<file path="src/verilog/pdc_pkg.sv">
// Package: constants, register map and carrier types of the power-down controller
package pdc_pkg;

  // ----------------------------------------------------------------
  // Clock and timing
  // ----------------------------------------------------------------
  localparam int unsigned CLK_HZ       = 125_000_000;
  localparam int unsigned RELEASE_MS   = 128;
  localparam int unsigned OSC_START_MS = 150;
  localparam int unsigned LOCK_US      = 1000;
  localparam int unsigned RELEASE_CYC  = RELEASE_MS * (CLK_HZ / 1000);
  localparam int unsigned OSC_CYC      = OSC_START_MS * (CLK_HZ / 1000);
  localparam int unsigned LOCK_CYC     = LOCK_US * (CLK_HZ / 1_000_000);
  localparam int          CNT_W        = 25;

  // ----------------------------------------------------------------
  // Register map (byte addresses)
  // ----------------------------------------------------------------
  localparam logic [11:0] PWR_CTL_OFS  = 12'h000;
  localparam logic [11:0] LOOP_CTL_OFS = 12'h004;
  localparam logic [11:0] STATUS_OFS   = 12'h008;

  // Power control fields
  localparam int PWR_DOWN_BIT    = 1;
  localparam int SERIAL_WAKE_BIT = 4;
  localparam int INT0_WAKE_BIT   = 5;
  localparam logic [7:0] PWR_CTL_RST = 8'h00;

  // Loop control fields
  localparam int CORE_DIV_LSB  = 0;
  localparam int CORE_DIV_W    = 3;
  localparam int OSC_SLEEP_BIT = 5;
  localparam int LOCK_BIT      = 6;
  localparam logic [7:0] LOOP_CTL_RST = 8'h03;

  // Status fields
  localparam int STAT_STATE_LSB = 0;
  localparam int STAT_LOCK_BIT  = 4;
  localparam int STAT_OSCW_BIT  = 5;

  // ----------------------------------------------------------------
  // Types
  // ----------------------------------------------------------------
  typedef enum logic [3:0] {
    PM_RUN  = 4'b0001,
    PM_DOWN = 4'b0010,
    PM_OSC  = 4'b0100,
    PM_LOCK = 4'b1000
  } pdc_pm_state_t;

  typedef enum logic [3:0] {
    POR_HOLD = 4'b0001,
    POR_TIME = 4'b0010,
    POR_RUN  = 4'b0100,
    POR_FALL = 4'b1000
  } pdc_por_state_t;

  typedef struct packed {
    logic        psel;
    logic        penable;
    logic        pwrite;
    logic [11:0] paddr;
    logic [31:0] pwdata;
  } pdc_apb_req_t;

  typedef struct packed {
    logic        pready;
    logic        pslverr;
    logic [31:0] prdata;
  } pdc_apb_rsp_t;

  typedef struct packed {
    logic ticIrq;
    logic ticEn;
    logic spiIrq;
    logic spiEn;
    logic int0Irq;
    logic int0En;
  } pdc_wake_req_t;

  typedef struct packed {
    logic pllEnable;
    logic oscEnable;
    logic coreClkEn;
    logic coreClkAccurate;
    logic ticEnable;
    logic periphEnable;
    logic portHold;
    logic dacOutEn;
    logic aleOut;
    logic progStrobeOut;
  } pdc_pad_ctl_t;

endpackage

</file>
<file path="src/verilog/pdc_por_timer.sv">
// Power-on reset: supply threshold tracking and release timer
`timescale 1ns/100ps
module pdc_por_timer #(
  parameter bit          FIVE_VOLT   = 1'b0,
  parameter int unsigned RELEASE_CNT = pdc_pkg::RELEASE_CYC
) (
  // Clock and reset
  input  wire logic clock,
  input  wire logic arst_n,
  // Supply comparators
  input  wire logic aboveLowThr,
  input  wire logic aboveHighThr,
  input  wire logic aboveFloor,
  // Result
  output logic      porHeld
);
  import pdc_pkg::*;

  generate
    if (RELEASE_CNT < 1 || RELEASE_CNT >= (1 << CNT_W)) begin : g_chk
      $error("RELEASE_CNT out of range");
    end
  endgenerate

  typedef struct packed {
    pdc_por_state_t      st;
    logic [CNT_W-1:0]    cnt;
    logic                held;
  } pdc_por_reg_t;

  pdc_por_reg_t cur_ff;
  pdc_por_reg_t nxt_ff;
  logic         aboveRelease;

  // Variant selects which threshold releases the chip
  assign aboveRelease = FIVE_VOLT ? aboveHighThr : aboveLowThr;

  always_comb begin
    nxt_ff = cur_ff;
    case (cur_ff.st)
      POR_HOLD: begin
        nxt_ff.cnt = '0;
        if (aboveRelease) begin
          nxt_ff.st = POR_TIME;
        end
      end
      POR_TIME: begin
        if (!aboveRelease) begin
          nxt_ff.st  = POR_HOLD;
          nxt_ff.cnt = '0;
        end else if (cur_ff.cnt == CNT_W'(RELEASE_CNT - 1)) begin
          nxt_ff.st = POR_RUN;
        end else begin
          nxt_ff.cnt = cur_ff.cnt + CNT_W'(1);
        end
      end
      POR_RUN: begin
        if (!aboveRelease) begin
          nxt_ff.st = POR_FALL;
        end
      end
      POR_FALL: begin
        // Held until the supply is gone; a recovery restarts the full delay
        if (!aboveFloor) begin
          nxt_ff.st = POR_HOLD;
        end else if (aboveRelease) begin
          nxt_ff.st  = POR_TIME;
          nxt_ff.cnt = '0;
        end
      end
      default: nxt_ff.st = POR_HOLD;
    endcase
    nxt_ff.held = (nxt_ff.st != POR_RUN);
  end

  always_ff @(posedge clock or negedge arst_n) begin
    if (!arst_n) begin
      cur_ff <= '{st: POR_HOLD, cnt: '0, held: 1'b1};
    end else begin
      cur_ff <= nxt_ff;
    end
  end

  assign porHeld = cur_ff.held;

endmodule

</file>
<file path="src/verilog/pdc_power_ctrl.sv">
// Power-down sequencer with reset control and APB register slave
`timescale 1ns/100ps
module pdc_power_ctrl #(
  parameter bit          FIVE_VOLT   = 1'b0,
  parameter int unsigned RELEASE_CNT = pdc_pkg::RELEASE_CYC,
  parameter int unsigned OSC_CNT     = pdc_pkg::OSC_CYC,
  parameter int unsigned LOCK_CNT    = pdc_pkg::LOCK_CYC
) (
  // Clock and reset
  input  wire logic                  clock,
  input  wire logic                  arst_n,
  // Register bus
  input  wire pdc_pkg::pdc_apb_req_t apbReq,
  output pdc_pkg::pdc_apb_rsp_t      apbRsp,
  // Supply comparators and reset pin
  input  wire logic                  aboveLowThr,
  input  wire logic                  aboveHighThr,
  input  wire logic                  aboveFloor,
  input  wire logic                  extReset_n,
  // Wake sources from the core
  input  wire pdc_pkg::pdc_wake_req_t wakeReq,
  // Strobes from the core
  input  wire logic                  aleIn,
  input  wire logic                  progStrobeIn,
  // Clock, pad and peripheral control
  output pdc_pkg::pdc_pad_ctl_t      padCtl,
  // Core sequencing
  output logic                       coreReset,
  output logic                       vectorStart,
  output logic [2:0]                 wakeIrq
);
  import pdc_pkg::*;

  generate
    if (OSC_CNT < 1 || OSC_CNT >= (1 << CNT_W)) begin : g_chk_osc
      $error("OSC_CNT out of range");
    end
    if (LOCK_CNT < 1 || LOCK_CNT >= (1 << CNT_W)) begin : g_chk_lock
      $error("LOCK_CNT out of range");
    end
    // The divider counter must cover the slowest core divide ratio
    if ((1 << CORE_DIV_W) - 1 > 7) begin : g_chk_div
      $error("divider counter too narrow");
    end
  endgenerate

  // ----------------------------------------------------------------
  // State
  // ----------------------------------------------------------------
  typedef struct packed {
    pdc_pm_state_t    st;
    logic [CNT_W-1:0] cnt;
    logic [7:0]       pwrCtl;
    logic [7:0]       loopCtl;
    logic             oscStopped;
    logic             locked;
    logic             coreRst;
    logic             vecStart;
    logic [2:0]       wakeIrq;
    logic [6:0]       divCnt;
    pdc_pad_ctl_t     pad;
    logic [31:0]      prdata;
  } pdc_ctl_reg_t;

  pdc_ctl_reg_t cur_ff;
  pdc_ctl_reg_t nxt_ff;
  logic         porHeld;
  logic         chipReset;
  logic         wrEn;
  logic         mapped;
  logic         oscSleep;
  logic         wakeTic;
  logic         wakeSpi;
  logic         wakeInt0;
  logic         down;

  // Power-up image: core held in reset, loop unlocked, pads awake except core clock, tic and strobe outputs
  // The sequencer starts in the lock wait so the loop settles after power-up
  localparam pdc_ctl_reg_t CTL_RST = '{
    st:         PM_LOCK,
    cnt:        '0,
    pwrCtl:     PWR_CTL_RST,
    loopCtl:    LOOP_CTL_RST,
    oscStopped: 1'b0,
    locked:     1'b0,
    coreRst:    1'b1,
    vecStart:   1'b0,
    wakeIrq:    3'h0,
    divCnt:     7'h00,
    pad:        '{
      pllEnable:       1'b1,
      oscEnable:       1'b1,
      coreClkEn:       1'b0,
      coreClkAccurate: 1'b0,
      ticEnable:       1'b0,
      periphEnable:    1'b1,
      portHold:        1'b0,
      dacOutEn:        1'b1,
      aleOut:          1'b0,
      progStrobeOut:   1'b0
    },
    prdata:     32'h0000_0000
  };

  // ----------------------------------------------------------------
  // Helpers
  // ----------------------------------------------------------------
  function automatic logic isMapped(input logic [11:0] a);
    isMapped = (a == PWR_CTL_OFS) || (a == LOOP_CTL_OFS) || (a == STATUS_OFS);
  endfunction

  // Low cd bits of a free-running counter keep every ratio an exact power of two
  function automatic logic [6:0] divMask(input logic [CORE_DIV_W-1:0] cd);
    divMask = 7'((8'h01 << cd) - 8'h01);
  endfunction

  function automatic logic [31:0] regRead(input logic [11:0] a, input pdc_ctl_reg_t r);
    logic [31:0] d;
    d = '0;
    if (a == PWR_CTL_OFS) begin
      d[7:0] = r.pwrCtl;
    end else if (a == LOOP_CTL_OFS) begin
      d[7:0]        = r.loopCtl;
      d[LOCK_BIT]   = r.locked;
    end else if (a == STATUS_OFS) begin
      d[STAT_STATE_LSB +: 4] = r.st;
      d[STAT_LOCK_BIT]       = r.locked;
      d[STAT_OSCW_BIT]       = r.oscStopped;
    end
    regRead = d;
  endfunction

  // ----------------------------------------------------------------
  // Power-on reset
  // ----------------------------------------------------------------
  pdc_por_timer #(
    .FIVE_VOLT   (FIVE_VOLT),
    .RELEASE_CNT (RELEASE_CNT)
  ) u_por (
    .clock        (clock),
    .arst_n       (arst_n),
    .aboveLowThr  (aboveLowThr),
    .aboveHighThr (aboveHighThr),
    .aboveFloor   (aboveFloor),
    .porHeld      (porHeld)
  );

  // Either reset source puts the sequencer state and both control registers back to their defaults
  assign chipReset = porHeld || !extReset_n;

  // ----------------------------------------------------------------
  // Bus decode and wake qualification
  // ----------------------------------------------------------------
  // Writes are dropped while any reset source holds; reads still answer
  assign mapped   = isMapped(apbReq.paddr);
  assign wrEn     = apbReq.psel && apbReq.penable && apbReq.pwrite && !chipReset;
  assign oscSleep = cur_ff.loopCtl[OSC_SLEEP_BIT];
  // Each source wakes only with its enable; spi and int0 also need their wake bit, tic needs the oscillator-sleep bit clear
  assign wakeTic  = wakeReq.ticIrq && wakeReq.ticEn && !oscSleep;
  assign wakeSpi  = wakeReq.spiIrq && wakeReq.spiEn &&
                    cur_ff.pwrCtl[SERIAL_WAKE_BIT];
  assign wakeInt0 = wakeReq.int0Irq && wakeReq.int0En &&
                    cur_ff.pwrCtl[INT0_WAKE_BIT];

  // ----------------------------------------------------------------
  // Sequencer
  // ----------------------------------------------------------------
  always_comb begin
    nxt_ff          = cur_ff;
    nxt_ff.wakeIrq  = 3'h0;
    nxt_ff.vecStart = 1'b0;
    nxt_ff.divCnt   = cur_ff.divCnt + 7'h01;
    nxt_ff.prdata   = regRead(apbReq.paddr, cur_ff);

    if (wrEn && apbReq.paddr == PWR_CTL_OFS) begin
      nxt_ff.pwrCtl = apbReq.pwdata[7:0];
    end
    if (wrEn && apbReq.paddr == LOOP_CTL_OFS) begin
      nxt_ff.loopCtl           = apbReq.pwdata[7:0];
      nxt_ff.loopCtl[LOCK_BIT] = 1'b0;
    end

    case (cur_ff.st)
      PM_RUN, PM_LOCK: begin
        if (cur_ff.st == PM_LOCK) begin
          // Core keeps running, clock marked inaccurate until lock
          if (cur_ff.cnt == CNT_W'(LOCK_CNT - 1)) begin
            nxt_ff.st     = PM_RUN;
            nxt_ff.locked = 1'b1;
          end else begin
            nxt_ff.cnt = cur_ff.cnt + CNT_W'(1);
          end
        end
        // Entry latches whether the oscillator sleeps, which picks the wake path
        if (nxt_ff.pwrCtl[PWR_DOWN_BIT]) begin
          nxt_ff.st         = PM_DOWN;
          nxt_ff.oscStopped = nxt_ff.loopCtl[OSC_SLEEP_BIT];
          nxt_ff.locked     = 1'b0;
          nxt_ff.cnt        = '0;
        end
      end
      PM_DOWN: begin
        if (wakeTic || wakeSpi || wakeInt0) begin
          // Interrupt entry, not reset: core returns past the power-down write
          nxt_ff.wakeIrq                = {wakeInt0, wakeSpi, wakeTic};
          nxt_ff.pwrCtl[PWR_DOWN_BIT]   = 1'b0;
          nxt_ff.cnt                    = '0;
          nxt_ff.st = cur_ff.oscStopped ? PM_OSC : PM_LOCK;
        end
      end
      PM_OSC: begin
        // Crystal start-up: the loop stays off until the oscillator settles
        if (cur_ff.cnt == CNT_W'(OSC_CNT - 1)) begin
          nxt_ff.st  = PM_LOCK;
          nxt_ff.cnt = '0;
        end else begin
          nxt_ff.cnt = cur_ff.cnt + CNT_W'(1);
        end
      end
      default: begin
        nxt_ff.st  = PM_LOCK;
        nxt_ff.cnt = '0;
      end
    endcase

    // Any reset source wins over everything, including a pending wake
    nxt_ff.coreRst = chipReset;
    if (chipReset) begin
      nxt_ff.st         = PM_LOCK;
      nxt_ff.cnt        = '0;
      nxt_ff.pwrCtl     = PWR_CTL_RST;
      nxt_ff.loopCtl    = LOOP_CTL_RST;
      nxt_ff.oscStopped = 1'b0;
      nxt_ff.locked     = 1'b0;
      nxt_ff.wakeIrq    = 3'h0;
    end
    if (cur_ff.coreRst && !chipReset) begin
      nxt_ff.vecStart = 1'b1;
    end

    // Pad and clock controls follow the next state so they switch together
    down = (nxt_ff.st == PM_DOWN);
    nxt_ff.pad.pllEnable       = !(down || nxt_ff.st == PM_OSC);
    nxt_ff.pad.oscEnable       = !(down && nxt_ff.loopCtl[OSC_SLEEP_BIT]);
    nxt_ff.pad.coreClkEn       = !down && !chipReset &&
      ((cur_ff.divCnt & divMask(nxt_ff.loopCtl[CORE_DIV_LSB +: CORE_DIV_W])) == 7'h00);
    nxt_ff.pad.coreClkAccurate = nxt_ff.locked;
    nxt_ff.pad.ticEnable       = wakeReq.ticEn && nxt_ff.pad.oscEnable;
    nxt_ff.pad.periphEnable    = !down;
    nxt_ff.pad.portHold        = down;
    nxt_ff.pad.dacOutEn        = !down;
    nxt_ff.pad.aleOut          = !down && aleIn;
    nxt_ff.pad.progStrobeOut   = !down && progStrobeIn;
  end

  // ----------------------------------------------------------------
  // Registers
  // ----------------------------------------------------------------

  always_ff @(posedge clock or negedge arst_n) begin
    if (!arst_n) begin
      cur_ff <= CTL_RST;
    end else begin
      cur_ff <= nxt_ff;
    end
  end

  // ----------------------------------------------------------------
  // Outputs
  // ----------------------------------------------------------------
  // Zero wait states; read data is captured during the setup cycle
  assign apbRsp.pready  = 1'b1;
  // Unmapped addresses answer with an error and change nothing
  assign apbRsp.pslverr = apbReq.psel && apbReq.penable && !mapped;
  assign apbRsp.prdata  = cur_ff.prdata;
  assign padCtl         = cur_ff.pad;
  assign coreReset      = cur_ff.coreRst;
  assign vectorStart    = cur_ff.vecStart;
  assign wakeIrq        = cur_ff.wakeIrq;

endmodule

</file>
<file path="config.mk">
export PLATFORM = sky130hd
export DESIGN_NAME = pdc_power_ctrl
export DESIGN_NICKNAME = d
export VERILOG_FILES = /design/src/verilog/pdc_pkg.sv /design/src/verilog/pdc_por_timer.sv /design/src/verilog/pdc_power_ctrl.sv
export SDC_FILE = /design/constraint.sdc
export NUM_CORES = 1
export LEC_CHECK = 0
export BUFFER_PORTS_ARGS = -buffer_cell sky130_fd_sc_hd__buf_2
export CELL_PAD_IN_SITES_DETAIL_PLACEMENT = 0
export CELL_PAD_IN_SITES_GLOBAL_PLACEMENT = 1
export CORE_MARGIN = 2
export CORE_UTILIZATION = 30
export DETAILED_ROUTE_END_ITERATION = 8
export PLACE_DENSITY_LB_ADDON = 0.1
export SLEW_MARGIN = 20
export SYNTH_ARGS = -nofsm -noshare
export SYNTH_HDL_FRONTEND = slang
export SYNTH_SLANG_ARGS = --single-unit
</file>
<file path="constraint.sdc">
create_clock -name clock -period 3.17 [get_ports clock]
set_input_delay 0.317 -clock clock [delete_from_list [all_inputs] [get_ports clock]]
set_output_delay 0.317 -clock clock [all_outputs]
set_load 0.01 [all_outputs]
</file>
==> results of run 1 <==
==> power groups by stage <==
stage          Sequential [uW]  Clock (uW)  Combinational [uW]
2_1_floorplan             1370           0                 164
3_3_place_gp              1380           0                 244
3_5_place_dp              1380           0                 246
4_1_cts                   1360        1350                 246
5_1_grt                   1360        1390                 275
6_report                  1360        1300                 240
==> cell usage in the layout (no fill, tap or decap), drive strengths merged, types with 7 or more instances in the layout <==
| master | count |
|---|---|
| a2bb2oi | 8 |
| inv | 15 |
| or3 | 9 |
| conb | 25 |
| o21ai | 30 |
| nor3 | 14 |
| nand4 | 15 |
| and3 | 14 |
| buf | 68 |
| nand2 | 71 |
| a21oi | 21 |
| xnor2 | 16 |
| clkbuf | 10 |
| a22o | 7 |
| nand3 | 37 |
| nor2 | 71 |
| dfrtp | 95 |
| dfstp | 9 |
| mux2i | 7 |
| a21o | 8 |
| xor2 | 13 |
==> metal layers <==
metal | up-vias | wire length [um] | track usage, %
met1 | 2133 | 6738 | 19.72
met2 | 120 | 6331 | 23.58
met3 | 11 | 641 | 2.072
li1 | 2143 | - | -
met4 | 0 | 203 | 5.158
met5 | - | 0 | 0
==> worst reg2reg max path: stages, from the launching register on <==
cell	delay (ps)
dfrtp_1	450
nor4b_1	490
nand3_1	220
nor4_2	440
o21ai_1	190
o22ai_4	290
buf_12	210
o21bai_1	130
a22o_1	150
==> logic make-up (layout without fill, tap and decap cells) <==
group           count (synthesis)  count (layout)
simple gates                  269             269
compound gates                111             111
flops                         104             104
buf+inv                        82             100
xor+xnor                       29              29
mux                             8               8
fa+ha+maj                       3               3
other cells                     2              25
==> through the flow <==
stage                     util (%)  std cells
after global placement       32.08        867
after floorplan                  -        631
after detailed placement     32.08        867
after global routing         33.89        883
final                        33.89        883
after CTS                    33.89        883
==> worst min-delay path by stage <==
stage / start / to / slack (ps)
after CTS: arst_n / padCtl[1]$_DFF_PN0_ / 20
after global routing: arst_n / padCtl[1]$_DFF_PN0_ / 40
after global placement: arst_n / padCtl[1]$_DFF_PN0_ / 390
final: arst_n / padCtl[1]$_DFF_PN0_ / -10
after floorplan: arst_n / apbRsp[0]$_DFF_PN0_ / 20
after detailed placement: arst_n / padCtl[1]$_DFF_PN0_ / 410
==> sequential cells by signal (all words and copies together), names as in the netlist <==
name           cells
apbRsp             8
coreReset          1
cur_ff            52
padCtl             9
u_por.cur_ff      29
u_por.porHeld      1
vectorStart        1
wakeIrq            3
==> final cells by class <==
cell class              count  area [um2]  share of cell area (%)
well taps                 234       292.8                   4.649
flip-flops and latches    104        2614                   41.51
clock inverters             6       107.6                   1.709
inverters                  16       61.31                  0.9736
clock buffers              10       229.0                   3.636
repair buffers             68       390.4                   6.199
multi-input cells         445        2603                   41.33
==> flow_metrics.env, run 1 <==
export IMPL_fillers=1940
export IMPL_hold_viol_final=4
export IMPL_required_ps=3460
export IMPL_gp_congestion=0.7627
export IMPL_cp_arrival_ps=2920
export IMPL_timing_final_crit_share_pct=82.69
export IMPL_yosys_area_share_simple_pct=23.87
export IMPL_cts_resized=0
export IMPL_avgSynthCellArea_um2=9.283
export IMPL_synth_edf_count=0
export IMPL_preCtsSetupSlack_ps=365.3
export IMPL_muxShareOfSynthArea_pct=1.441
export IMPL_synth_compound_area_share_pct=13.97
export IMPL_cts_tree="done"
export IMPL_antenna_found_initial=0
export IMPL_clk_latency_ps=350
export IMPL_port_buffers=59
export IMPL_drtIter0Drc=228
export IMPL_r2r_slack_ps=550
export IMPL_routed_wl_um=13910
export IMPL_rsz0062_at_grt="no"
export IMPL_die_height_um=141.2
export IMPL_overflow=0
export IMPL_synth_top_family_by_area="simple AND/OR/NAND/NOR gates"
export IMPL_worst_setup_path_type="flop to flop"
export IMPL_r2r_start="cur_ff[90]$_DFFE_PN0P_"
export IMPL_setup_slack_ps=548.9
export IMPL_min_period_ps=2621
export IMPL_cp_max_fo=21
export IMPL_grt_max_degree=56
export IMPL_drive_gt1_share_pct=16.64
export IMPL_place_hpwl_um=9723
export IMPL_diodes=0
export IMPL_tightest_slew_ps=688.2
export IMPL_hp_class="primary input to async pin"
export IMPL_synthArstFlopShare_pct=100.0
export IMPL_p_sw_share_pct=24.61
export IMPL_p_leak_uw=0.002862
export IMPL_pwr_share_clk_pct=44.9
export IMPL_cts_root_buf="clkbuf_16"
export IMPL_maxCapViolCount=0
export IMPL_cts_buffers=9
export IMPL_finalMaxSlewViolations=0
export IMPL_grt_use_total_pct=14.48
export IMPL_violations="hold timing"
export IMPL_synth_area_um2=5644
export IMPL_crit_family="simple AND/OR/NAND/NOR gates"
export IMPL_design_area_um2=6297
export IMPL_netlist_top_cells_area="dfrtp_1 (42%), buf_4 (6.8%), nand2_1 (4.7%)"
export IMPL_rr_worst_depth=8
export IMPL_synth_top_cell_by_area="dfrtp_1"
export IMPL_h_tree_depth=3
export IMPL_start_util_pct=30.38
export IMPL_startpoint="cur_ff[90]$_DFFE_PN0P_"
export IMPL_grt_pass1_wl_um=23100
export IMPL_rows=50
export IMPL_crit_slowest_cell="nor4b_1"
export IMPL_fmax_ghz=0.3815
export IMPL_path_buf_inv=1
export IMPL_core_um2=18580
export IMPL_io_pins=110
export IMPL_r2r_end="cur_ff[85]$_DFFE_PN0P_"
export IMPL_postCtsSetupBuffers=0
export IMPL_ys_flop_type="dfrtp_1"
export IMPL_ant_nets=0
export IMPL_start_kind="flop"
export IMPL_first_pass_iters=4
export IMPL_drc=0
export IMPL_route_vias_total=4407
export IMPL_status="finished, violations left"
export IMPL_power_density_nw_per_um2=460.0
export IMPL_synth_cell_types=70
export IMPL_pwr_share_seq_pct=46.9
export IMPL_maxSlewHeadroom_pct=54.12
export IMPL_clk_pin_slew_worst_paths_ps=70
export IMPL_end_kind="flop"
export IMPL_yosysSeqAreaShare_pct=46.31
export IMPL_whs_ps=-13.80
export IMPL_setup_viol=0
export IMPL_ir_worst_vdd_mv=0.2111
export IMPL_clockBufferDepth=2
export IMPL_synth_commonest_cells="dfrtp_1 (95), nand2_1 (71), nor2_1 (70)"
export IMPL_internal_power_uw=2184
export IMPL_synth_most_common_cell="dfrtp_1"
export IMPL_wl_per_cell_um=15.76
export IMPL_pwr_share_comb_pct=8.3
export IMPL_cts_hold_buffers_added=0
export IMPL_area_growth_pct=11.57
export IMPL_totalNegativeSetupSlack_ps=0
export IMPL_max_stage_delay_ps=490
export IMPL_synthAdderAreaFrac_pct=0.6650
export IMPL_crit_chain="nor4b_1 -> nand3_1 -> nor4_2 -> o21ai_1 -> o22ai_4 -> buf_12 -> o21bai_1 -> a22o_1"
export IMPL_cp_endpoint="cur_ff[85]$_DFFE_PN0P_"
export IMPL_yosys_register_bits=104
export IMPL_synth_top_area_share_pct=42.12
export IMPL_syn_instance_count=608
export IMPL_dieArea_um2=19930
export IMPL_die_width_um=141.2
export IMPL_nets=708
export IMPL_vias_per_cell=4.991
export IMPL_place_area_um2=5961
export IMPL_ys_warnings_count=0
export IMPL_power_uw=2897
export IMPL_p_sw_uw=712.8
export IMPL_clkSinkCount=104
export IMPL_fin_skew_ps=8.191
export IMPL_grt_pass1_vias=4349
export IMPL_worstSetupPathDepth=8
export IMPL_synthXorXnorAreaFrac_pct=4.500
Power figures use the tool's default switching activity.
==> run 2: changes to the inputs <==
--- a/config.mk
+++ b/config.mk
@@ -5,6 +5,7 @@
 export SDC_FILE = /design/constraint.sdc
 export NUM_CORES = 1
 export LEC_CHECK = 0
+export ABC_AREA = 1
 export BUFFER_PORTS_ARGS = -buffer_cell sky130_fd_sc_hd__buf_2
 export CELL_PAD_IN_SITES_DETAIL_PLACEMENT = 0
 export CELL_PAD_IN_SITES_GLOBAL_PLACEMENT = 1
==> constraint.sdc (replaced) <==
create_clock -name clock -period 2.5 [get_ports clock]
set_input_delay 0.25 -clock clock [delete_from_list [all_inputs] [get_ports clock]]
set_output_delay 0.25 -clock clock [all_outputs]
set_load 0.01 [all_outputs]
==> run 2 against run 1 <==
  * Total power rose by 31%
  * Clock-buffer cell count fell by 1
  * The flow now finishes without violations
  * Global-route usage rose by 2.2 points
  * Critical path type unchanged
  * Highest routed layer unchanged
  * Utilization rose by 0.25 points
==> flow_metrics.env, run 2 <==
export IMPL_status="finished, final reports clean"
export IMPL_cts_resized=0
export IMPL_ys_flop_type="dfrtp_1"
export IMPL_grt_pass1_vias=5886
export IMPL_area_growth_pct=12.00
export IMPL_required_ps=2770
export IMPL_syn_instance_count=924
export IMPL_first_pass_iters=4
export IMPL_p_sw_uw=1144
export IMPL_pwr_share_seq_pct=45.9
export IMPL_synth_area_um2=6631
export IMPL_worst_setup_path_type="flop to flop"
export IMPL_maxCapViolCount=0
export IMPL_drtIter0Drc=259
export IMPL_regMostFlops="cur_ff"
export IMPL_internal_power_uw=2649
export IMPL_power_density_nw_per_um2=510.6
export IMPL_clk_latency_ps=360
export IMPL_synthArstFlopShare_pct=100.0
export IMPL_drc=0
export IMPL_largest_reg_flops=52
export IMPL_fin_skew_ps=9.593
export IMPL_port_buffers=59
export IMPL_antenna_found_initial=0
export IMPL_tightest_slew_ps=504.7
export IMPL_place_hpwl_um=13720
export IMPL_clockBufferDepth=2
export IMPL_core_um2=21760
export IMPL_clk_pin_slew_worst_paths_ps=80
export IMPL_routed_wl_um=18870
export IMPL_start_kind="flop"
export IMPL_final_cell_mix="nand2_1 (222), inv_1 (116), nor2_1 (107)"
export IMPL_rows=54
export IMPL_timing_final_crit_share_pct=84.52
export IMPL_ir_worst_vdd_mv=0.6602
export IMPL_final_common_cell="nand2_1"
export IMPL_synth_top_cell_by_area="dfrtp_1"
export IMPL_postCtsSetupBuffers=0
export IMPL_totalNegativeSetupSlack_ps=0
export IMPL_postLayoutCoreUtil_pct=34.14
export IMPL_cts_buffers=9
export IMPL_maxSlewHeadroom_pct=66.32
export IMPL_hp_class="primary input to flop"
export IMPL_cp_arrival_ps=2390
export IMPL_grt_use_total_pct=16.73
export IMPL_h_tree_depth=3
export IMPL_avgSynthCellArea_um2=7.177
export IMPL_wl_per_cell_um=15.01
export IMPL_grt_pass1_wl_um=31620
export IMPL_finalMaxSlewViolations=0
export IMPL_yosysSeqAreaShare_pct=39.42
export IMPL_setup_viol=0
export IMPL_die_width_um=152.7
export IMPL_cp_max_fo=18
export IMPL_die_height_um=152.7
export IMPL_fillers=2419
export IMPL_cts_root_buf="clkbuf_16"
export IMPL_io_pins=110
export IMPL_p_sw_share_pct=30.15
export IMPL_fmax_ghz=0.4733
export IMPL_diodes=0
export IMPL_overflow=0
export IMPL_ant_nets=0
export IMPL_dieArea_um2=23310
export IMPL_grt_max_degree=57
export IMPL_ys_warnings_count=0
export IMPL_synth_top_area_share_pct=35.85
export IMPL_rsz0062_at_grt="no"
export IMPL_clkSinkCount=104
export IMPL_min_period_ps=2113
export IMPL_nets=1036
export IMPL_gp_congestion=0.8303
export IMPL_whs_ps=88.27
export IMPL_route_vias_total=5833
export IMPL_p_leak_uw=0.003512
export IMPL_netlist_top_cells_area="dfrtp_1 (36%), nand2_1 (13%), inv_1 (6.6%)"
export IMPL_pwr_share_clk_pct=40.9
export IMPL_synth_commonest_cells="nand2_1 (222), inv_1 (116), nor2_1 (107)"
export IMPL_synth_edf_count=0
export IMPL_yosys_register_bits=104
export IMPL_start_util_pct=30.48
export IMPL_synth_cell_types=42
export IMPL_vias_per_cell=4.640
export IMPL_drive_gt1_share_pct=13.51
export IMPL_hold_viol_final=0
export IMPL_synth_most_common_cell="nand2_1"
export IMPL_pwr_share_comb_pct=13.2
export IMPL_cts_tree="done"
export IMPL_end_kind="flop"
==> run 2: cell types whose count changed after synthesis, sizes merged, moves of 11 or more <==
cell,delta
nand4,+11
and3,-14
nand2,+158
xor2,+18
inv,+107
o21ai,+15
nor2,+42
nand3,+47
xnor2,-13
nor3,+24
==> run 2: worst paths after layout <==
check | from | endpoint | slack, ps | cells past startpoint
max | cur_ff[73]$_DFFE_PN0P_ | cur_ff[76]$_DFFE_PN0P_ | 390 | 12
min | wakeReq[4] | padCtl[5]$_DFF_PN0_ | 90 | 3
max reg2reg | cur_ff[73]$_DFFE_PN0P_ | cur_ff[76]$_DFFE_PN0P_ | 390 | 12
min reg2reg | cur_ff[47]$_DFF_PN0_ | cur_ff[47]$_DFF_PN0_ | 470 | 1
max in group asynchronous | arst_n | padCtl[9]$_DFF_PN1_ | 1450 | 3
min in group asynchronous | arst_n | u_por.cur_ff[27]$_DFF_PN0_ | 350 | 2
==> run 2: per-layer routing <==
layer	global-route usage (%)	part of all wire [%]
met5	0	0
met4	4.056	1.0
met3	2.247	2.7
met2	28.51	48
met1	22.54	48
==> run 2: kinds of logic (layout without fill, tap and decap cells) <==
logic type	after synthesis	count (layout)	synth area share, %
AND/OR/NAND/NOR	500	500	33.81
buffers and inverters	190	220	13.77
flip-flops	104	104	39.42
AO/OA/AOI/OAI	91	91	7.830
XOR/XNOR	34	34	4.491
adder cells (fa/ha/maj)	3	3	0.5661
other	2	25	0.1132
==> run 2: power by group through the flow <==
stage,logic (uW),clock network [uW],registers (uW)
after floorplan,348,0,1770
after global placement,514,0,1770
after detailed placement,509,0,1770
after global routing,576,1680,1740
final,501,1550,1740
after CTS,512,1620,1740
==> run 2: critical path, stage by stage, from the launching register on <==
cell     delay [ps]
dfrtp_1         390
ha_1            180
nand2_1          70
inv_1           120
nand3_1         100
nor3_1          170
nand3_1         150
nor2_1          240
nor2_1          110
nor2_4          150
nor2_4           50
buf_12          160
o21ai_0         140
==> run 2: final cells by class <==
| type | count | area, um2 | area share, % |
|---|---|---|---|
| Timing Repair Buffer | 79 | 475.5 | 6.402 |
| Tap cell | 280 | 350.3 | 4.717 |
| Sequential cell | 104 | 2614 | 35.19 |
| Multi-Input combinational cell | 653 | 3191 | 42.96 |
| Inverter | 125 | 474.2 | 6.385 |
| Clock buffer | 9 | 225.2 | 3.032 |
| Clock inverter | 7 | 97.59 | 1.314 |
==> run 2: repair_timing <==
| item | CTS | global route |
|---|---|---|
| hold endpoints to repair | 21 | 0 |
| setup endpoints to repair | 0 | 0 |
| hold buffers | 1 | 0 |
==> run 2: metrics by stage <==
step | setup WS, ps | cell area (um2) | std cells | total power [uW]
4_1_cts | 335.2 | 7427 | 1257 | 3875
3_5_place_dp | 307.1 | 7094 | 1240 | 2283
3_3_place_gp | 323.2 | 7094 | 1240 | 2287
6_report | 387.0 | 7427 | 1257 | 3793
2_1_floorplan | 705.6 | 6718 | 947 | 2117
5_1_grt | 173.0 | 7427 | 1257 | 3998
